**src/core/afpm_pkg.sv**
```systemverilog
// shared constants for the alternate-function pin multiplexer
package afpm_pkg;
  // ==========================================================
  // routing select field codes (hi, lo)
  localparam logic [1:0] AFPM_ROUTE_PORT = 2'h0;
  localparam logic [1:0] AFPM_ROUTE_OSC = 2'h1;
  localparam logic [1:0] AFPM_ROUTE_RST = 2'h2;
  // ==========================================================
  // register reset values and field positions
  localparam logic [7:0] AFPM_CLK_MODE_RST = 8'h00;
  localparam logic [7:0] AFPM_RST_MASK_RST = 8'h20;
  localparam int AFPM_RST_MASK_BIT = 5;
  localparam int AFPM_CLK_XTAL_BIT = 6;
  localparam int AFPM_CLK_EXT_BIT = 7;
  localparam logic [7:0] AFPM_ROUTE_RST_VAL = 8'h00;
  // ==========================================================
  // analog channel numbers on port 7
  localparam logic [3:0] AFPM_ANA_CH_FIRST = 4'h8;
  localparam logic [3:0] AFPM_ANA_CH_LAST = 4'hA;
endpackage

```
**src/core/afpm_pin_cell.sv**
```systemverilog
// one shared pin: peripheral output ANDed with latch, else latch alone, with drive type
`timescale 1ns/1ps
`default_nettype none
module afpm_pin_cell
  import afpm_pkg::*;
(
  input wire logic dir_in_i,     // direction bit, 1 = input
  input wire logic latch_i,      // output latch value
  input wire logic periph_en_i,  // peripheral output active
  input wire logic periph_i,     // peripheral output value
  input wire logic open_drain_i, // n-channel open-drain mode
  output logic pin_o,            // pin output value
  output logic pin_oe_o          // pin output enable
);
  logic level;
  always_comb
  begin
    level = periph_en_i ? (periph_i & latch_i) : latch_i;
    pin_o = level;
    pin_oe_o = !dir_in_i && (!open_drain_i || !level);
  end
endmodule
`default_nettype wire

```
**src/core/afpm_pin_mux.sv**
```systemverilog
// alternate-function pin multiplexer top
// ==========================================================
`timescale 1ns/1ps
`default_nettype none
module afpm_pin_mux
  import afpm_pkg::*;
#(
  parameter int P2_PINS = 8,    // port-2 analog pins
  parameter int P1_PINS = 3,    // port-1 analog pins
  parameter bit HAS_P7 = 1'b1   // 32-pin variant has port 7
)(
  input wire logic core_clk_i,            // system clock
  input wire logic reset_i,               // sync reset, active high
  input wire logic clk_en_i,              // clock enable
  input wire logic wr_en_i,               // config write strobe
  input wire logic [7:0] routing_select_i, // routing select data
  input wire logic [7:0] clock_mode_i,    // clock mode data
  input wire logic [7:0] reset_mask_i,    // reset mask data
  input wire logic [1:0] port6_drive_type_i, // 1 = open-drain per pin
  input wire logic [1:0] port6_input_type_i, // 1 = smbus buffer
  input wire logic [1:0] p6_dir_i,        // port-6 direction bits
  input wire logic [1:0] p6_latch_i,      // port-6 latch bits
  input wire logic uart_tx_en_i,          // uart transmit active
  input wire logic uart_tx_i,             // uart transmit value
  input wire logic twi_en_i,              // two-wire active
  input wire logic [1:0] twi_out_i,       // two-wire clock/data out
  input wire logic [1:0] p6_pin_i,        // port-6 pin levels
  input wire logic osc_pin_i,             // first oscillator pin level
  input wire logic rst_pin_i,             // reset pin level
  input wire logic port0_pin_i,           // port-0 pin 0 level
  input wire logic [7:0] analog_pin_select_a_i, // count of analog port-2 pins
  input wire logic [7:0] analog_pin_select_b_i, // analog pins on ports 1/7
  input wire logic [3:0] channel_select_i, // converter channel
  input wire logic [7:0] port2_direction_i, // port-2 direction
  input wire logic [7:0] port1_direction_i, // port-1 direction
  input wire logic [2:0] port7_direction_i, // port-7 direction
  input wire logic amp0_enable_i,         // amp0 enable
  input wire logic amp1_enable_i,         // amp1 enable
  input wire logic gain_input_i,          // gain input bit
  output logic [1:0] p6_pin_o,            // port-6 pin outputs
  output logic [1:0] p6_pin_oe_o,         // port-6 output enables
  output logic [1:0] p6_smbus_sel_o,      // smbus input buffer select
  output logic capture_input_0_o,         // routed capture input
  output logic ext_irq_0_o,               // routed external irq 0
  output logic ext_reset_en_o,            // reset pin acts as reset
  output logic osc_pins_port_o,           // oscillator pins are port pins
  output logic external_main_clock_sel_o, // external clock mode
  output logic xtal_sel_o,                // crystal mode
  output logic [7:0] p2_analog_o,         // port-2 analog connected
  output logic amp0_connect_o,            // amp0 pins connected
  output logic [2:0] p1_analog_o,         // port-1 analog connected
  output logic amp1_connect_o,            // amp1 pins connected
  output logic [2:0] analog_channels_8_10_o // port-7 analog connected
);
  // refuse pin counts the logic cannot serve; amp0 needs port-2 pins 0..2
  if (P2_PINS < 3 || P2_PINS > 8 || P1_PINS < 1 || P1_PINS > 3)
  begin : g_bad_counts
    $error("afpm_pin_mux: unsupported pin counts");
  end

  // ==========================================================
  // configuration registers
  logic [7:0] routing_select_reg, next_routing_select_reg;
  logic [7:0] clock_mode_reg, next_clock_mode_reg;
  logic [7:0] reset_mask_reg, next_reset_mask_reg;
  logic [1:0] capture_route, irq0_route;

  // next values of the config group
  always_comb
  begin
    next_routing_select_reg = routing_select_reg;
    next_clock_mode_reg = clock_mode_reg;
    next_reset_mask_reg = reset_mask_reg;
    if (wr_en_i)
    begin
      next_routing_select_reg = routing_select_i;
      next_clock_mode_reg = clock_mode_i;
      next_reset_mask_reg = reset_mask_i;
    end
  end

  always_ff @(posedge core_clk_i)
  begin
    if (reset_i)
    begin
      routing_select_reg <= AFPM_ROUTE_RST_VAL;
      clock_mode_reg <= AFPM_CLK_MODE_RST;
      reset_mask_reg <= AFPM_RST_MASK_RST;
    end
    else if (clk_en_i)
    begin
      routing_select_reg <= next_routing_select_reg;
      clock_mode_reg <= next_clock_mode_reg;
      reset_mask_reg <= next_reset_mask_reg;
    end
  end

  // ==========================================================
  // capture and irq0 routing
  function automatic logic route_pick(input logic [1:0] sel, input logic port_v,
                                      input logic osc_v, input logic rst_v);
    case (sel)
      AFPM_ROUTE_OSC: route_pick = osc_v;
      AFPM_ROUTE_RST: route_pick = rst_v;
      default: route_pick = port_v;
    endcase
  endfunction

  assign capture_route = routing_select_reg[1:0]; // capture_route_hi, lo
  assign irq0_route = routing_select_reg[3:2];    // irq0_route_hi, lo
  always_comb
  begin
    capture_input_0_o = route_pick(capture_route, port0_pin_i, osc_pin_i, rst_pin_i);
    ext_irq_0_o = route_pick(irq0_route, port0_pin_i, osc_pin_i, rst_pin_i);
  end

  // reset pin active when mask bit clear
  assign ext_reset_en_o = !reset_mask_reg[AFPM_RST_MASK_BIT];
  assign xtal_sel_o = clock_mode_reg[AFPM_CLK_XTAL_BIT];
  assign external_main_clock_sel_o = clock_mode_reg[AFPM_CLK_EXT_BIT];
  assign osc_pins_port_o = !(xtal_sel_o || external_main_clock_sel_o);

  // ==========================================================
  // port-6 pins: clock/tx on pin 0, data on pin 1
  logic [1:0] p6_en, p6_val;
  always_comb
  begin
    p6_en[0] = twi_en_i || uart_tx_en_i;
    p6_val[0] = twi_en_i ? twi_out_i[0] : uart_tx_i;
    p6_en[1] = twi_en_i;
    p6_val[1] = twi_out_i[1];
  end

  for (genvar i = 0; i < 2; i++)
  begin : g_p6
    afpm_pin_cell u_cell (
      .dir_in_i(p6_dir_i[i]),
      .latch_i(p6_latch_i[i]),
      .periph_en_i(p6_en[i]),
      .periph_i(p6_val[i]),
      .open_drain_i(port6_drive_type_i[i]),
      .pin_o(p6_pin_o[i]),
      .pin_oe_o(p6_pin_oe_o[i])
    );
  end

  assign p6_smbus_sel_o = port6_input_type_i;

  // ==========================================================
  // port-2 analog and amp0
  always_comb
  begin
    p2_analog_o = '0;
    for (int i = 0; i < P2_PINS; i++)
      p2_analog_o[i] = (analog_pin_select_a_i > 8'(i)) && port2_direction_i[i];
    // converter must not sample the amplifier's own pins
    amp0_connect_o = amp0_enable_i && (&p2_analog_o[2:0]) && gain_input_i
                     && (channel_select_i > 4'h2);
  end

  always_comb
  begin
    p1_analog_o = '0;
    for (int i = 0; i < P1_PINS; i++)
      p1_analog_o[i] = analog_pin_select_b_i[i] && port1_direction_i[i];
    amp1_connect_o = amp1_enable_i && (&p1_analog_o);
  end

  always_comb
  begin
    analog_channels_8_10_o = '0;
    for (int i = 0; i < 3; i++)
      analog_channels_8_10_o[i] = HAS_P7 && analog_pin_select_b_i[i]
        && port7_direction_i[i] && (channel_select_i == AFPM_ANA_CH_FIRST + 4'(i));
  end

  // ==========================================================
  // assertions
  a_capture_osc_route: assert property (@(posedge core_clk_i) disable iff (reset_i)
    capture_route == AFPM_ROUTE_OSC |-> capture_input_0_o == osc_pin_i)
    else $error("capture not on oscillator pin");
  a_irq_rst_route: assert property (@(posedge core_clk_i) disable iff (reset_i)
    irq0_route == AFPM_ROUTE_RST |-> ext_irq_0_o == rst_pin_i)
    else $error("irq0 not on reset pin");
  a_clock_mode_reset: assert property (@(posedge core_clk_i)
    $past(reset_i) |-> osc_pins_port_o)
    else $error("oscillator pins not port after reset");
  a_smbus_sel_follow: assert property (@(posedge core_clk_i) disable iff (reset_i)
    p6_smbus_sel_o == port6_input_type_i)
    else $error("smbus select wrong");
  a_p7_channel_sel: assert property (@(posedge core_clk_i) disable iff (reset_i)
    analog_channels_8_10_o[0] |-> channel_select_i == AFPM_ANA_CH_FIRST)
    else $error("port-7 channel mismatch");
  a_p2_dir_gate: assert property (@(posedge core_clk_i) disable iff (reset_i)
    !port2_direction_i[0] |-> !p2_analog_o[0])
    else $error("port-2 analog with output direction");
  a_p1_amp_gate: assert property (@(posedge core_clk_i) disable iff (reset_i)
    amp1_connect_o |-> amp1_enable_i && p1_analog_o[0])
    else $error("amp1 without enable");
  a_latch_drive: assert property (@(posedge core_clk_i) disable iff (reset_i)
    !p6_dir_i[1] && !twi_en_i && !port6_drive_type_i[1]
    |-> p6_pin_oe_o[1] && p6_pin_o[1] == p6_latch_i[1])
    else $error("latch not driven");
  c_route_osc: cover property (@(posedge core_clk_i) capture_route == AFPM_ROUTE_OSC);
  c_route_rst: cover property (@(posedge core_clk_i) irq0_route == AFPM_ROUTE_RST);
  c_twi_drive: cover property (@(posedge core_clk_i) twi_en_i && p6_pin_oe_o[0]);
  c_amp0_on: cover property (@(posedge core_clk_i) amp0_connect_o);
endmodule
`default_nettype wire

```
**config.mk**
```make
export PLATFORM = sky130hd
export DESIGN_NAME = afpm_pin_mux
export DESIGN_NICKNAME = d
export VERILOG_FILES = /design/src/core/afpm_pkg.sv /design/src/core/afpm_pin_cell.sv /design/src/core/afpm_pin_mux.sv
export SDC_FILE = /design/constraint.sdc
export NUM_CORES = 1
export LEC_CHECK = 0
export BUFFER_PORTS_ARGS = -buffer_cell sky130_fd_sc_hd__buf_2
export CAP_MARGIN = 20
export CELL_PAD_IN_SITES_DETAIL_PLACEMENT = 0
export CELL_PAD_IN_SITES_GLOBAL_PLACEMENT = 1
export CORE_MARGIN = 2
export CORE_UTILIZATION = 14
export DETAILED_ROUTE_END_ITERATION = 12
export PLACE_DENSITY_LB_ADDON = 0.1
export SETUP_SLACK_MARGIN = 0.3
export SYNTH_ARGS = -nofsm -noshare
export SYNTH_HDL_FRONTEND = slang
export SYNTH_HIERARCHICAL = 1
export SYNTH_SLANG_ARGS = --single-unit
```
**constraint.sdc**
```tcl
create_clock -name core_clk_i -period 1.3 [get_ports core_clk_i]
set_input_delay 0.195 -clock core_clk_i [delete_from_list [all_inputs] [get_ports core_clk_i]]
set_output_delay 0.195 -clock core_clk_i [all_outputs]
set_load 0.01 [all_outputs]
```
; Yosys cells after proc, flatten, opt, wreduce, memory -nomap -nowiden
; Cells that the tools add are included.
[classes]
order_cmp = 9
eq_ne = 7
muxes = 5
bitwise_logic = 2
n_reduce_logical = 38
[op_table]
columns = cell, n
row1 = $gt A8 B3 Y1 const B, 4
row2 = $logic_and A1 B1 Y1, 23
row3 = $gt A8 B1 Y1 const B, 2
row4 = $gt A8 B2 Y1 const B, 2
row5 = $eq A4 B4 Y1 const B, 3
row6 = $logic_not A1 Y1, 8
row7 = $reduce_and A3 Y1, 2
row8 = $eq A2 B1 Y1 const B, 2
row9 = $eq A2 B2 Y1 const B, 2
row10 = $gt A4 B2 Y1 const B, 1
row11 = $logic_or A1 B1 Y1, 4
row12 = $pmux W1 S2, 2
row13 = $mux W1, 3
row14 = $and A1 B1 Y1, 2
row15 = $reduce_and A2 Y1, 1
[word_totals]
register_bits = 18
wordCells = 64

; Logic depth before layout (Yosys ltp)
[depth]
word_depth = 6
ltp_mapped = 4
ltp_nobuf = 4

; By module
; Netlist, hierarchy kept.
[modules_own_cells]
columns = module, n_inst, cells_each, area_each_um2, seq_area_each_um2
row1 = afpm_pin_mux, 1, 81, 588.1, 140.1
row2 = afpm_pin_cell, 2, 3, 41.3, 0.0

; Worst setup path before layout
; OpenSTA, ideal clock, no wires.
[synth_path]
path_type = input port to output port
startpoint = in analog_pin_select_a_i[6]
endpoint = out p2_analog_o[1]
arrival_time_ps = 1095
slack_ps = 10
stages = 2
path_buffers = 0
path_cell_list = or4_4 > o41a_1
[synth_via]
elab_chain_cells = 2
[synth_lines]
columns = item, line_no
row1 = start: declaration, afpm_pin_mux.sv:31  ; input wire logic [7:0] analog_pin_select_a_i,
row2 = $gt A8 B1 Y1, afpm_pin_mux.sv:155  ; p2_analog_o[i] = (analog_pin_select_a_i > 8'(i)) && port2_direction_i[i];
row3 = $logic_and A1 B1 Y1, afpm_pin_mux.sv:155
row4 = end: declaration, afpm_pin_mux.sv:49  ; output logic [7:0] p2_analog_o,
; Every way passes these cells.

; Final worst setup path
; Same ends and word-level chain as after synthesis.

==> impl_metrics.json <==
{
  "ctsHoldBuffers": 0,
  "p_total_mw": 0.8501,
  "tritoncts": "built",
  "largest_reg_flops": 4,
  "path_clk_slew_ps": 40,
  "routed_wl_mm": 2.452,
  "fmax_ghz": 0.6708,
  "finalHoldViolCount": 0,
  "status": "complete, but fails checks",
  "wl_met2_mm": 1.284,
  "vdd.ir_drop.worst_mv": 0.2423,
  "arrival_ps": 1300,
  "finalSetupViolCount": 9,
  "clk_latency_ps": 220,
  "row_count": 25,
  "synthArstFlopShare_pct": 0,
  "start_util_pct": 14.39,
  "nets": 264,
  "crit_family": "simple AND/OR/NAND/NOR gates",
  "register_area_sq_um": 151.4,
  "synth_edf_count": 0,
  "finalCritPeriodShare_pct": 114.7,
  "fin_cells": 225,
  "synth.most_common_cell": "nand2_1",
  "yosys_register_bits": 7,
  "path_max_fanout": 3,
  "crit_buf_inv": 2,
  "fin_tns_setup_ps": -1246,
  "hp-class": "in -> reg",
  "cts_root_buffer": "clkbuf_8",
  "final-max-slew-violation-count": 0,
  "synth_top_area_share_pct": 20.90,
  "synth.avg_cell_area_sq_um": 7.709,
  "drtPass1Iterations": 4,
  "fin_skew_ps": 0,
  "cp-end-kind": "output pin",
  "yosysTopAreaCell": "dfxtp_1",
  "die_height_microns": 73.21,
  "ys_seq_area_share_pct": 20.90,
  "detail-route-antenna-nets": 0,
  "syn_inst": 87,
  "ys_top_cells_by_count": "nand2_1, nand3_1, a21oi_1, dfxtp_1, inv_1",
  "ys_types": 32,
  "htree_levels": 1,
  "routed-wl-met3_microns": 256,
  "first_global_vias": 937,
  "top_layer_used": "met3",
  "critPathMaxStageDelay_ps": 560,
  "violations": "negative setup slack",
  "worstPathRequired_ps": 1110,
  "clockBufferDepth": 2,
  "grt_pass1_wl_mm": 3.719,
  "grt_setup_unrepaired": "true",
  "detail_route.vias_per_cell": 4.169,
  "p_per_area_nw_per_um2": 647.1,
  "setup_ws_ps": -190.8,
  "worst_pin_slew_ps": 331.8,
  "portBuffers": 82,
  "wl_per_cell_microns": 10.90,
  "leakagePower_nw": 0.6414,
  "crit_type": "in -> out",
  "synth_warnings": 6,
  "syn_area_sq_um": 670.6,
  "drt_iter0_drc": 9,
  "whs_ps": 222.4,
  "dieArea_sq_um": 5360,
  "layout-drive-gt1-share_pct": 69.59,
  "gp_congestion": 0.6517,
  "wl_met1_microns": 912,
  "track_usage_pct": 8.850,
  "syn_to_final_growth_pct": 95.90,
  "period_needed_ps": 1491,
  "final_core_util_pct": 28.19,
  "grt_max_degree": 9,
  "multi_input_area_sq_um": 566.8,
  "grt-ovfl-total": 0,
  "hpwl_mm": 2.123,
  "crit_chain": "buf_6 > or4_4 > o41a_1 > buf_2",
  "synthTopCellsByArea": "dfxtp_1, ha_1, nand2_1",
  "cts_made_buffers": 3,
  "antenna_found_initial": 0,
  "core_area_sq_um": 4661,
  "cp_slowest_cell": "or4_4",
  "max_cap_viol_count": 0,
  "antenna_cells": 0,
  "syn-num-nets": 179,
  "startpoint_type": "input port",
  "chipWidth_microns": 73.21,
  "remaining_drc_errors": 0,
  "ios": 116,
  "relSlewSlack_pct": 77.82,
  "fill_cells": 495,
  "via_count": 938,
  "place_inst": 220,
  "cts_sinks": 7,
  "synth-main-ff-cell": "dfxtp_1"
}
-- per-stage QoR --
stage | worst slack [ps] | cell area, sq um
2_1_floorplan | 10.26 | 718.2
3_3_place_gp | -211.7 | 1181
3_5_place_dp | -256.6 | 1181
4_1_cts | -195.2 | 1291
5_1_grt | -238.4 | 1314
6_report | -190.8 | 1314
-- metal layers --
metal,GRT usage (%),vias up
met5,0,-
met4,4.321,0
met3,2.624,0
met2,15.92,46
met1,9.287,412
li1,-,480
-- cell usage in the layout (no fill, tap or decap), drive strengths merged --
cell / Yosys / layout
buf: 2 / 84
nand2: 12 / 12
nand3: 8 / 8
a21oi: 7 / 7
dfxtp: 7 / 7
inv: 6 / 6
and2: 5 / 5
a21boi: 4 / 4
clkbuf: 2 / 4
nor2: 4 / 4
ha: 4 / 4
nand2b: 3 / 3
o21ai: 3 / 3
a22oi: 2 / 2
nor2b: 2 / 2
a31oi: 2 / 2
nor3: 2 / 2
or4: 1 / 1
o41a: 1 / 1
or2: 1 / 1
mux2: 1 / 1
nand4: 1 / 1
a211oi: 1 / 1
a2111oi: 1 / 1
and4: 1 / 1
nor4: 1 / 1
nand4b: 1 / 1
and3: 1 / 1
a211o: 1 / 1
-- tightest hold or removal path, delay by kind of cell --
kind	cells	cell delay [ps]
AOI/OAI and AO/OA	1	50
buffers and inverters	1	90
and+or+nand+nor	1	60
-- worst paths after layout --
check / start / end / slack (ps) / depth (start not counted)
setup / recovery: analog_pin_select_a_i[6] / p2_analog_o[1] / -190 / 4
hold / removal: routing_select_i[1] / routing_select_reg[1] / 220 / 3
setup reg to reg: routing_select_reg[0] / routing_select_reg[0] / 600 / 3
hold reg to reg: reset_mask_reg[5] / reset_mask_reg[5] / 470 / 1
-- logic make-up after synthesis --
group	count (synthesis)	synth area share (%)
AND/OR/NAND/NOR	43	37.13
AO/OA/AOI/OAI	22	26.12
buffers and inverters	10	6.716
flip-flops	7	20.89
adder cells (fa/ha/maj)	4	7.463
multiplexers	1	1.679
-- timing repair --
| action | in CTS | in global routing |
|---|---|---|
| gates resized for setup | 19 | 7 |
| buffers inserted | 1 | 0 |
| setup endpoints to repair | 14 | 16 |
| gates cloned | 0 | 0 |
| pin swaps | 9 | 4 |
-- report_power, final --
part	leakage (nW)	total [mW]	switching, mW	internal, mW
Clock	0.0228	0.303	0.0914	0.212
Combinational	0.559	0.311	0.141	0.170
Sequential	0.0601	0.236	0.0103	0.225
Total	0.641	0.850	0.243	0.607
-- layout make-up --
type / instances / share of cell area [%]
multi-input cells: 70 / 43.14
repair buffers: 84 / 35.05
clock buffers: 4 / 3.429
flip-flops and latches: 7 / 11.52
well taps: 54 / 5.143
inverters: 6 / 1.714
Power figures use the tool's default switching activity.
